File: src/design/dasr_pkg.sv
/*
 * Package for the differential converter serial readout block.
 * Assumes one system clock at 20 MHz; frame pins arrive asynchronous.
 */
package dasr_pkg;

	// ****************************************
	// Frame layout
	// ****************************************
	localparam int DASR_NULL_BITS = 4;
	localparam int DASR_DATA_BITS = 12;
	localparam int DASR_FRAME_BITS = DASR_NULL_BITS + DASR_DATA_BITS;
	localparam int DASR_CODE_STEPS = 4096;
	localparam int DASR_FIFO_DEPTH = 16;
	localparam logic [4:0] DASR_FRAME_LAST = 5'h10;
	localparam logic [11:0] DASR_CODE_RST = 12'h000;

	// ****************************************
	// Timing
	// ****************************************
	localparam int DASR_SYS_HZ = 20000000;
	localparam int DASR_SCLK_MIN_KHZ = 3200;
	localparam int DASR_SCLK_MAX_KHZ = 8000;
	localparam int DASR_RATE_MIN_KSPS = 200;
	localparam int DASR_RATE_MAX_KSPS = 500;

	// ****************************************
	// Types
	// ****************************************
	typedef enum logic [1:0] {
		DASR_POWER_DOWN = 2'b00,
		DASR_SHIFT = 2'b01,
		DASR_DONE = 2'b10
	} dasr_state_t;

	typedef struct packed {
		logic [11:0] code;
	} dasr_sample_t;

	typedef struct packed {
		logic cs_n;
		logic sclk;
	} dasr_pins_t;

endpackage : dasr_pkg

File: src/design/dasr_fifo.sv
/*
 * Small synchronous FIFO with valid/ready on both sides.
 * Assumes a single clock; read data come from a register.
 */
`timescale 1ns/1ps
module dasr_fifo #(
	parameter int WIDTH = 12,
	parameter int DEPTH = 16
) (
	input wire logic clk_sys,
	input wire logic rst_n,
	input wire logic [WIDTH-1:0] in_data,
	input wire logic in_valid,
	output logic in_ready,
	output logic [WIDTH-1:0] out_data,
	output logic out_valid,
	input wire logic out_ready
);
	localparam int AW = $clog2(DEPTH);

	logic [WIDTH-1:0] mem [DEPTH];
	logic [AW:0] wp_r, wp_nxt, rp_r, rp_nxt;
	logic [WIDTH-1:0] od_r, od_nxt;
	logic ov_r, ov_nxt;
	logic push, pop, empty;

	always_comb begin
		empty = (wp_r == rp_r);
		in_ready = ~((wp_r[AW] != rp_r[AW]) && (wp_r[AW-1:0] == rp_r[AW-1:0]));
		push = in_valid & in_ready;
		// Output register refills whenever it is empty or being taken
		pop = ~empty & (~ov_r | out_ready);
		wp_nxt = push ? wp_r + 1'b1 : wp_r;
		rp_nxt = pop ? rp_r + 1'b1 : rp_r;
		od_nxt = pop ? mem[rp_r[AW-1:0]] : od_r;
		ov_nxt = pop ? 1'b1 : (out_ready ? 1'b0 : ov_r);
	end

	always_ff @(posedge clk_sys) begin
		if (push) begin
			mem[wp_r[AW-1:0]] <= in_data;
		end
	end

	always_ff @(posedge clk_sys or negedge rst_n) begin
		if (!rst_n) begin
			wp_r <= '0;
			rp_r <= '0;
			od_r <= '0;
			ov_r <= 1'b0;
		end else begin
			wp_r <= wp_nxt;
			rp_r <= rp_nxt;
			od_r <= od_nxt;
			ov_r <= ov_nxt;
		end
	end

	assign out_data = od_r;
	assign out_valid = ov_r;

endmodule : dasr_fifo

File: src/design/dasr_top.sv
/*
 * Digital serial conversion and readout of a 12-bit differential converter.
 * Assumes the host drives select and serial clock asynchronously to clk_sys,
 * and an analog front end delivers two's-complement codes through a stream.
 */
// Contract
// - Select low means normal mode; select high means power-down.
// - Each falling edge of select starts a new conversion.
// - Frame is four null bits then twelve result bits, MSB first.
// - Output changes on serial clock falling edges, stable for the rising.
// - Host serial clock paces transfer and is the sole conversion timing; here convert_start is timed by clk_sys from the select fall.
// - Result is two's-complement; negative inputs give negative codes.
// - Result resolves twelve bits; one step is reference over 4096.
`timescale 1ns/1ps
module dasr_top
	import dasr_pkg::*;
(
	input wire logic clk_sys,
	input wire logic rst_n,
	input wire logic cs_n,
	input wire logic sclk,
	input wire logic [11:0] code_data,
	input wire logic code_valid,
	output logic code_ready,
	output logic dout,
	output logic dout_oe,
	output logic power_down,
	output logic convert_start,
	output logic sample_take
);

	// ****************************************
	// Pin synchronisers
	// ****************************************
	dasr_pins_t meta_r, sync_r, prev_r;
	dasr_pins_t pins_in;

	always_comb begin
		pins_in.cs_n = cs_n;
		pins_in.sclk = sclk;
	end

	// Reset to idle pin levels so release gives no false edge
	always_ff @(posedge clk_sys or negedge rst_n) begin
		if (!rst_n) begin
			meta_r <= '{cs_n: 1'b1, sclk: 1'b0};
			sync_r <= '{cs_n: 1'b1, sclk: 1'b0};
			prev_r <= '{cs_n: 1'b1, sclk: 1'b0};
		end else begin
			meta_r <= pins_in;
			sync_r <= meta_r;
			prev_r <= sync_r;
		end
	end

	logic cs_fall, cs_rise, sclk_fall;
	always_comb begin
		cs_fall = prev_r.cs_n & ~sync_r.cs_n;
		cs_rise = ~prev_r.cs_n & sync_r.cs_n;
		sclk_fall = prev_r.sclk & ~sync_r.sclk;
	end

	// ****************************************
	// Result buffer
	// ****************************************
	logic [11:0] fifo_data;
	logic fifo_valid, fifo_ready;
	logic [4:0] fill_r, fill_nxt;
	logic ready_r, ready_nxt;
	logic code_push, code_pop;

	dasr_fifo #(
		.WIDTH(DASR_DATA_BITS),
		.DEPTH(DASR_FIFO_DEPTH)
	) u_fifo (
		.clk_sys(clk_sys),
		.rst_n(rst_n),
		.in_data(code_data),
		.in_valid(code_push),
		.in_ready(),
		.out_data(fifo_data),
		.out_valid(fifo_valid),
		.out_ready(fifo_ready)
	);

	// ****************************************
	// Buffer fill
	// ****************************************
	// Counts the output register too, so code_ready can come from a flop
	// and still drop on the very edge that takes the last free place
	always_comb begin
		code_push = code_valid & ready_r;
		code_pop = fifo_ready & fifo_valid;
		fill_nxt = fill_r;
		if (code_push && !code_pop) begin
			fill_nxt = fill_r + 5'h01;
		end else if (code_pop && !code_push) begin
			fill_nxt = fill_r - 5'h01;
		end
		ready_nxt = (fill_nxt < 5'(DASR_FIFO_DEPTH));
	end

	always_ff @(posedge clk_sys or negedge rst_n) begin
		if (!rst_n) begin
			fill_r <= 5'h00;
			ready_r <= 1'b1;
		end else begin
			fill_r <= fill_nxt;
			ready_r <= ready_nxt;
		end
	end

	// ****************************************
	// Helpers
	// ****************************************
	// Bit position reached after one more serial clock fall
	function automatic logic [4:0] next_pos(input logic [4:0] pos);
		return pos + 5'h01;
	endfunction : next_pos

	// ****************************************
	// Frame sequencer
	// ****************************************
	dasr_state_t state_r, state_nxt;
	logic [4:0] bit_r, bit_nxt;
	dasr_sample_t shreg_r, shreg_nxt;
	logic dout_r, dout_nxt;
	logic oe_r, oe_nxt;
	logic pd_r, pd_nxt;
	logic start_r, start_nxt;
	logic take_r, take_nxt;

	always_comb begin
		state_nxt = state_r;
		bit_nxt = bit_r;
		shreg_nxt = shreg_r;
		dout_nxt = dout_r;
		oe_nxt = oe_r;
		pd_nxt = sync_r.cs_n;
		start_nxt = 1'b0;
		take_nxt = 1'b0;
		// Sample is latched at frame start so a late code cannot tear a frame
		fifo_ready = cs_fall;
		if (cs_rise) begin
			// Abort anywhere; select high always wins
			state_nxt = DASR_POWER_DOWN;
			oe_nxt = 1'b0;
			dout_nxt = 1'b0;
		end else begin
			unique case (state_r)
				DASR_POWER_DOWN: begin
					if (cs_fall) begin
						state_nxt = DASR_SHIFT;
						bit_nxt = '0;
						// Empty buffer reads as a zero code, never stale data
						shreg_nxt.code = fifo_valid ? fifo_data : DASR_CODE_RST;
						take_nxt = fifo_valid;
						start_nxt = 1'b1;
						oe_nxt = 1'b1;
						dout_nxt = 1'b0;
					end
				end
				DASR_SHIFT: begin
					if (sclk_fall) begin
						bit_nxt = next_pos(bit_r);
						if (next_pos(bit_r) < 5'(DASR_NULL_BITS)) begin
							dout_nxt = 1'b0;
						end else if (next_pos(bit_r) < DASR_FRAME_LAST) begin
							dout_nxt = shreg_r.code[11];
							shreg_nxt.code = {shreg_r.code[10:0], 1'b0};
						end else begin
							state_nxt = DASR_DONE;
							dout_nxt = 1'b0;
						end
					end
				end
				DASR_DONE: begin
					// Extra clocks past the frame shift zeros until select rises
					dout_nxt = 1'b0;
				end
			endcase
		end
	end

	always_ff @(posedge clk_sys or negedge rst_n) begin
		if (!rst_n) begin
			state_r <= DASR_POWER_DOWN;
			bit_r <= 5'h00;
			shreg_r <= '0;
			dout_r <= 1'b0;
			oe_r <= 1'b0;
			pd_r <= 1'b1;
			start_r <= 1'b0;
			take_r <= 1'b0;
		end else begin
			state_r <= state_nxt;
			bit_r <= bit_nxt;
			shreg_r <= shreg_nxt;
			dout_r <= dout_nxt;
			oe_r <= oe_nxt;
			pd_r <= pd_nxt;
			start_r <= start_nxt;
			take_r <= take_nxt;
		end
	end

	// ****************************************
	// Outputs
	// ****************************************
	assign dout = dout_r;
	assign dout_oe = oe_r;
	assign power_down = pd_r;
	assign convert_start = start_r;
	assign sample_take = take_r;
	assign code_ready = ready_r;

endmodule : dasr_top

File: config.mk
export PLATFORM = sky130hd
export DESIGN_NAME = dasr_top
export DESIGN_NICKNAME = d
export VERILOG_FILES = /design/src/design/dasr_pkg.sv /design/src/design/dasr_fifo.sv /design/src/design/dasr_top.sv
export SDC_FILE = /design/constraint.sdc
export NUM_CORES = 1
export LEC_CHECK = 0
export BUFFER_PORTS_ARGS = -buffer_cell sky130_fd_sc_hd__buf_2
export CORE_MARGIN = 2
export CORE_UTILIZATION = 45
export DETAILED_ROUTE_END_ITERATION = 10
export GPL_TIMING_DRIVEN = 0
export PLACE_DENSITY = 0.67
export REMOVE_ABC_BUFFERS = 1
export SLEW_MARGIN = 20
export SYNTH_ARGS = -nofsm -noshare
export SYNTH_HDL_FRONTEND = slang
export SYNTH_HIERARCHICAL = 1
export SYNTH_SLANG_ARGS = --single-unit
File: constraint.sdc
create_clock -name clk_sys -period 3.5 [get_ports clk_sys]
set_clock_uncertainty 0.05 [all_clocks]
set_input_delay 0.875 -clock clk_sys [delete_from_list [all_inputs] [get_ports clk_sys]]
set_output_delay 0.875 -clock clk_sys [all_outputs]
set_load 0.01 [all_outputs]
Word level (Yosys, flattened, before mapping)
Memories as Yosys holds them, arrays and structs flattened. A register that Yosys moved wholly into a read port is not among the register bits.
Cells that the tools add are included.
{ "totals": {"regBits": 46, "latchBits": 0, "ram_bits": 192, "romBits": 0, "in_bits": 17, "output_inout_bits": 6, "word_cells": 107, "mem_count": 1} }
{ "memory_table": {"columns": ["name", "words", "word_bits", "rd", "rd_clocked_by_memory_dff", "wr", "line", "source"], "rows": [
  ["u_fifo.mem", 16, 12, 1, 1, 1, "dasr_fifo.sv:21", "logic [WIDTH-1:0] mem [DEPTH];"]
]} }
{ "op_classes": {"n_addsub": 5, "n_mul": 0, "div_mod_pow": 0, "magnitude_cmp": 3, "eq_ne": 13, "shift": 0, "n_mux": 35, "bitwise": 15, "n_reduce_logical": 17} }
{ "ops": {"columns": ["op", "count"], "rows": [
  ["two-way mux 12 bit", 5],
  ["one-hot mux 12 bit (2 select lines)", 1],
  ["adder 5 x 1 -> 5 bit (second input constant)", 4],
  ["two-way mux 5 bit", 4],
  ["two-way mux 1 bit", 17],
  ["!= test 3 bit (second input constant)", 4],
  ["less-than comparator 5 bit (second input constant)", 2],
  ["two-way mux 2 bit", 5],
  ["one-hot mux 5 bit (2 select lines)", 1],
  ["!= test 2 bit (second input constant)", 4],
  ["nonzero test 2 bit", 4],
  ["bitwise AND 1 bit", 7],
  ["inverter 1 bit", 7],
  ["AND reduction 6 bit", 1],
  ["equality test 5 bit", 1],
  ["less-than comparator 5 x 3 -> 1 bit (second input constant)", 1],
  ["AND reduction 5 bit", 1],
  ["subtractor 5 x 1 -> 5 bit (second input constant)", 1],
  ["equality test 4 bit", 1],
  ["one-hot mux 2 bit (2 select lines)", 1],
  ["AND reduction 2 bit", 2],
  ["AND reduction 4 bit", 1],
  ["logical AND 1 bit", 3],
  ["logical NOT 1 bit", 3],
  ["7 further kinds", 7]
]} }

Logic depth before layout (Yosys ltp)
Gate-level depths: netlist (run 1).
{ "depth": {"depth_word": 7, "ltp_mapped": 10, "depth_no_buf": 9} }

Modules after synthesis
The synthesis (run 1) kept the hierarchy.
{ "modules_own_cells": {"columns": ["module", "n_inst", "cells_per_inst", "area_each_um2", "seq_area_each_um2"], "rows": [
  ["dasr_fifo", 1, 435, 8723.4, 6341.1],
  ["dasr_top", 1, 157, 1681.6, 880.8]
]} }

Worst setup path before layout (run 1)
No wires, ideal clock.
{ "synth_timing": {"path_type": "input-to-reg", "start": "in code_valid", "end": "mem u_fifo.mem[0][0] (enable)", "setup_time_ns": 0.417, "arrival_ns": 2.629, "required_time_ns": 3.033, "path_slack_ns": 0.404, "stages": 4, "n_path_buf": 0, "cell_sequence": "nand2_1 -> inv_1 -> o21ai_0 -> nor4b_1"} }
{ "synth_via": {"elab_chain_len": 4} }
{ "synth_rtl": {"columns": ["element", "line", "source"], "rows": [
  ["start, declared", "dasr_top.sv:23", "input wire logic code_valid,"],
  ["bitwise AND 1 bit", "dasr_top.sv:92", "code_push = code_valid & ready_r;"],
  ["named net code_push", "dasr_top.sv:70", "logic code_push, code_pop;"],
  ["bitwise AND 1 bit", "dasr_fifo.sv:30", "push = in_valid & in_ready;"],
  ["two-way mux 1 bit", "dasr_fifo.sv:40", "if (push) begin"],
  ["two-way mux 1 bit (not written as such)", "dasr_fifo.sv:41", "mem[wp_r[AW-1:0]] <= in_data;"],
  ["end, declared", "dasr_fifo.sv:21", null]
]} }
The timed path passes the listed nets, and every way through them passes these cells.

Worst setup path in the final report (run 1)
{ "layout_timing": {"start": "reg u_fifo.rp_r[2]", "end": "mem u_fifo.mem[0][0] (enable)"} }
{ "layout_via": {"elab_chain_len": 6} }
{ "layout_rtl": {"columns": ["element", "line", "source"], "rows": [
  ["start, declared", "dasr_fifo.sv:22", "logic [AW:0] wp_r, wp_nxt, rp_r, rp_nxt;"],
  ["start signal, assigned", "dasr_fifo.sv:53", "rp_r <= rp_nxt;"],
  ["equality test 4 bit", "dasr_fifo.sv:29", "in_ready = ~((wp_r[AW] != rp_r[AW]) && (wp_r[AW-1:0] == rp_r[AW-1:0]));"],
  ["logical AND 1 bit", "dasr_fifo.sv:29", null],
  ["inverter 1 bit", "dasr_fifo.sv:29", null],
  ["bitwise AND 1 bit", "dasr_fifo.sv:30", null],
  ["two-way mux 1 bit", "dasr_fifo.sv:40", null],
  ["two-way mux 1 bit (not written as such)", "dasr_fifo.sv:41", null]
]} }
No other way between the ends.

==> metrics.yaml, run 1 <==
floorplanning:
  die_x_um: 156.0
  coreArea_um2: 22640
  die_area_um2: 24340
  rows: 55
  initial_core_util_pct: 45.93
  die_h_um: 156.0
  ios: 23
clock_tree:
  clkTransAtPathRegs_ns: 0.06
  postCtsHoldBufs: 0
  cts-root-buf: "clkbuf_16"
  cts_made_buffers: 27
  cts_tree: "done"
  clock_path_buffers: 3
  htree_num_levels: 1
  clkSinkCount: 250
  clk_latency_ns: 0.54
power_and_ir_drop:
  p_per_area_nw_per_um2: 792.0
  ir_drop_mv: 0.4698
  p_leak_nw: 4.272
critical_path:
  cp_max_fo: 35
  end_kind: "register"
  path_class: "reg2reg"
  crit_path_cell_trace: "xnor2_1 > nand4_1 > o21ai_0 > nor4b_2 > buf_2 > buf_2"
  required_ns: 3.69
  start_kind: "register"
  worstPathArrival_ns: 3.39
  max_stage_delay_ns: 0.83
  cp_slowest_cell: "dfrtp_4"
  cp_common_cell: "buf_2"
drt:
  ant_nets: 0
  drcViolationCount: 0
  wl_per_cell_um: 21.40
  wl_um: 19770
  vias_per_cell: 5.777
  drtPass1Iterations: 5
  vias: 5338
  drtIter0Drc: 393
sta:
  slew_headroom_pct: 44.97
  fin_crit_sh_pct: 91.21
  setup_viol_count_final: 0
  maxSlewViolCount: 0
  worst_slack_ns: 0.3077
  fmax_mhz: 313.3
  worstMarginPinSlew_ns: 0.8248
  hold_viol: 0
  grt_setup_unrepaired: "no"
  period_needed_ns: 3.192
grt:
  grt_overflow: 0
  antenna_found_initial: 0
  grt_pass1_wl_um: 31190
  met3_usage_pct: 2.611
  first_global_vias: 5448
  met1_usage_pct: 22.90
  grt_start_max_net_pins: 59
  grt.busiest_layer: "met2"
  grt_use_total_pct: 16.78
  grt_util_met2_pct: 28.51
finish:
  syn2layout_area_growth_pct: 11.62
  nFillCells: 1811
  stdcell_count: 924
  nNetsFinal: 648
  antenna_cells: 0
  regArea_um2: 7229
  drive_gt1_share_pct: 19.41
  multi_input_area_um2: 2894
placement:
  portBuffers: 22
  routabilityCongestion: 0.7640
  dp.cells: 874
  pre_cts_slack_ns: 0.06200
  hpwl_um: 12140
run:
  maxCapViolations: 0
synthesis:
  synthesis.area_um2: 10400
  syn_avg_cell_area_um2: 17.60
  yosysWarnings: 6
  synthCells: 591
hold_path:
  hp-class: "reg2reg"
outcome:
  status: "complete, no violations"
through the flow:
stage	TNS (ns)	instance area, um^2	power, mW	utilization (%)	hold slack [ns]
global placement	-408.58	10610	6.449	46.87	0.2893
finish	0	11610	9.193	51.27	0.3032
CTS	0	11590	9.263	51.18	0.3052
detailed placement	0	10740	6.531	47.42	0.2948
floorplan	-109.66	10140	5.782	-	0.2812
global route	0	11610	9.660	51.27	0.3081
routing by layer:
metal / part of all wire, % / vias to the layer above / wire length, um
met5: 0 / - / 0
met2: 50 / 140 / 9801
met1: 43 / 2741 / 8577
met4: 1.8 / 0 / 359
met3: 5.2 / 29 / 1031
li1: - / 2428 / -
final timing paths:
path	from	to	slack, ns	cells past startpoint
max in group asynchronous	rst_n	u_fifo/rp_r[2]$_DFFE_PN0P_	2.46	1
min	meta_r[1]$_DFF_PN1_	pd_nxt$_DFF_PN1_	0.30	0
max reg2reg	u_fifo/rp_r[2]$_DFFE_PN0P_	u_fifo/mem[0][0]$_DFFE_PP_	0.31	6
min reg2reg	meta_r[1]$_DFF_PN1_	pd_nxt$_DFF_PN1_	0.30	0
min in group asynchronous	rst_n	u_fifo/out_data[0]$_DFFE_PN0P_	0.34	1
max	u_fifo/rp_r[2]$_DFFE_PN0P_	u_fifo/mem[0][0]$_DFFE_PP_	0.31	6
sequential cells by signal, summed over array words and instances (netlist names):
register / flops
u_fifo/rp_r: 5
u_fifo/wp_r: 5
u_fifo/mem: 192
convert_start: 1
power_down: 1
fill_r: 5
dout: 1
bit_r: 5
dout_oe: 1
state_r: 2
meta_r: 2
u_fifo/out_data: 12
sync_r: 1
u_fifo/out_valid: 1
code_ready: 1
prev_r: 1
pd_nxt: 1
shreg_r: 12
sample_take: 1
critical path: cells and delay by family, from the launching register on:
family	cells	cell delay, ns
and+or+nand+nor	2	1.00
DFF	1	0.83
buffers and inverters	2	0.53
AOI/OAI and AO/OA	1	0.33
xor gates and xnor gates	1	0.15
layout make-up:
type	count	area share [%]
multi-input combinational	290	24.93
tap	285	3.072
timing repair buffer	33	1.832
clock inverter	18	1.380
inverter	17	0.5497
clock buffer	31	5.950
sequential	250	62.28
repair_timing:
action                                  in CTS  in global routing
buffers inserted                             0                  0
gates resized for setup                      0                  2
endpoints found under the hold margin        0                  0
endpoints found under the setup margin       0                 19
power breakdown:
part	switching [mW]	internal (mW)	leakage (nW)
Combinational	1.14	1.20	1.43
Sequential	0.514	3.63	2.42
Clock	1.13	1.57	0.417
Total	2.78	6.41	4.27
cell usage in the layout (no fill, tap or decap), types with 9 or more instances in the layout:
cell and n:
a221o_1 11, xnor2_1 13, edfxtp_1 192, clkbuf_16 27
buf_2 27, mux4_1 16, dfrtp_1 50, and3_1 15
nor2_1 9, nand2_1 10, mux2_2 21, inv_1 17
a22o_1 14, mux2i_1 49, a22oi_1 12, a221oi_1 12
ha_1 12
Power figures use the tool's default switching activity.
==> inputs of run 2 (changes only) <==
MAX_ROUTING_LAYER = met4   (was default)
==> run 2 against run 1 <==
- cell count did not move
- utilization unchanged
- setup slack got worse by 0.0079 ns
- die area unchanged
- largest cell class unchanged
- first-iteration DRC count decreased by 2.5%
==> metrics.yaml, run 2 (synthesized netlist as in run 1, its figures left out) <==
finish:
  layout.cells.most_common: "edfxtp_1"
  largest_reg_flops: 192
  syn2layout_area_growth_pct: 11.62
  nNetsFinal: 648
  drive_gt1_share_pct: 19.41
  nFillCells: 1811
  fin_util_pct: 51.27
  antenna_cells: 0
  mostFrequentLayoutCells: "edfxtp_1 (192), dfrtp_1 (50), mux2i_1 (49)"
grt:
  grt_pass1_wl_um: 31240
  grt_overflow: 0
  grt_start_max_net_pins: 59
  grt_use_total_pct: 17.30
  first_global_vias: 5434
  antenna_found_initial: 0
sta:
  setup_tns_ns: 0
  fin_crit_sh_pct: 91.43
  period_needed_ns: 3.200
  grt_setup_unrepaired: "no"
  maxSlewViolCount: 0
  fmax_mhz: 312.5
  slew_headroom_pct: 45.04
  worstMarginPinSlew_ns: 0.8238
  setup_viol_count_final: 0
  hold_viol: 0
critical_path:
  required_ns: 3.69
  critical_path.top_delay_family: "simple AND/OR/NAND/NOR gates"
  cp_common_cell: "buf_2"
  cp_max_fo: 35
  path_buf_inv: 2
  cp_slowest_cell: "dfrtp_4"
  path_class: "reg2reg"
  start_kind: "register"
  max_stage_delay_ns: 0.83
  end_kind: "register"
  crit_path_cell_trace: "xnor2_1 > nand4_1 > o21ai_0 > nor4b_2 > buf_2 > buf_2"
  worstPathArrival_ns: 3.39
floorplanning:
  initial_core_util_pct: 45.93
  rows: 55
  ios: 23
  die_area_um2: 24340
  die_x_um: 156.0
  die_h_um: 156.0
  coreArea_um2: 22640
power_and_ir_drop:
  p_total_mw: 9.198
  p_leak_nw: 4.272
  p_per_area_nw_per_um2: 792.4
  ir_drop_mv: 0.4736
clock_tree:
  cts_tree: "done"
  cts-root-buf: "clkbuf_16"
  clkTransAtPathRegs_ns: 0.06
  cts_made_buffers: 27
  htree_num_levels: 1
  post_cts_buffers: 0
  clk_latency_ns: 0.54
  clock_path_buffers: 3
  clkSinkCount: 250
run:
  maxCapViolations: 0
drt:
  ant_nets: 0
  wl_per_cell_um: 21.46
  vias_per_cell: 5.820
  drtIter0Drc: 383
  vias: 5378
  wl_um: 19830
  drtPass1Iterations: 5
  drcViolationCount: 0
placement:
  routabilityCongestion: 0.7752
  portBuffers: 22
  hpwl_um: 12140
hold_path:
  hp-class: "reg2reg"
outcome:
  status: "complete, no violations"
-- run 2: cell counts in the layout (fill, tap and decap cells not counted) --
No cell type changed its count.
-- run 2: layer usage --
metal  wire [um]  GRT usage (%)  vias up  part of all wire [%]
li1            -              -     2427                     -
met1        8715          23.07     2781                    44
met2        9845          28.42      141                    50
met3         907          2.556       29                   4.6
met4         362          4.019        0                   1.8
met5           0              -        -                     0
-- run 2: timing repair --
item,CTS,global route
endpoints found under the setup margin,0,9
hold buffers,0,0
resized for setup,0,1
endpoints found under the hold margin,0,0
-- run 2: worst paths after layout --
path                                             from                        endpoint  slack, ns  depth (start not counted)
max                        u_fifo/rp_r[2]$_DFFE_PN0P_      u_fifo/mem[0][0]$_DFFE_PP_       0.30                          6
min reg2reg                       meta_r[1]$_DFF_PN1_                pd_nxt$_DFF_PN1_       0.30                          0
max in group asynchronous                       rst_n      u_fifo/rp_r[2]$_DFFE_PN0P_       2.47                          1
min                               meta_r[1]$_DFF_PN1_                pd_nxt$_DFF_PN1_       0.30                          0
max reg2reg                u_fifo/rp_r[2]$_DFFE_PN0P_      u_fifo/mem[0][0]$_DFFE_PP_       0.30                          6
min in group asynchronous                       rst_n  u_fifo/out_data[0]$_DFFE_PN0P_       0.34                          1
-- run 2: cell type report --
type / count / area, um^2 / share of cell area, %
sequential: 250 / 7229 / 62.28
multi-input combinational: 290 / 2894 / 24.93
clock buffer: 31 / 690.7 / 5.950
tap: 285 / 356.6 / 3.072
timing repair buffer: 33 / 212.7 / 1.832
clock inverter: 18 / 160.2 / 1.380
inverter: 17 / 63.81 / 0.5497
-- run 2: per-stage QoR --
step                      area, um^2  setup WS [ns]  instances  hold slack, ns
after global placement         10610         -3.408        864          0.2893
final                          11610         0.2998        924          0.3031
after floorplan                10140         -1.252        557          0.2812
after CTS                      11590        0.04100        923          0.3052
after global routing           11610        0.09485        924          0.3081
after detailed placement       10740        0.06200        874          0.2948
-- run 2: power breakdown --
part	total, mW	leakage, nW	switching [mW]	internal [mW]
clock	2.70	0.417	1.13	1.57
combinational	2.35	1.43	1.15	1.21
sequential	4.15	2.42	0.514	3.63
total	9.20	4.27	2.79	6.41
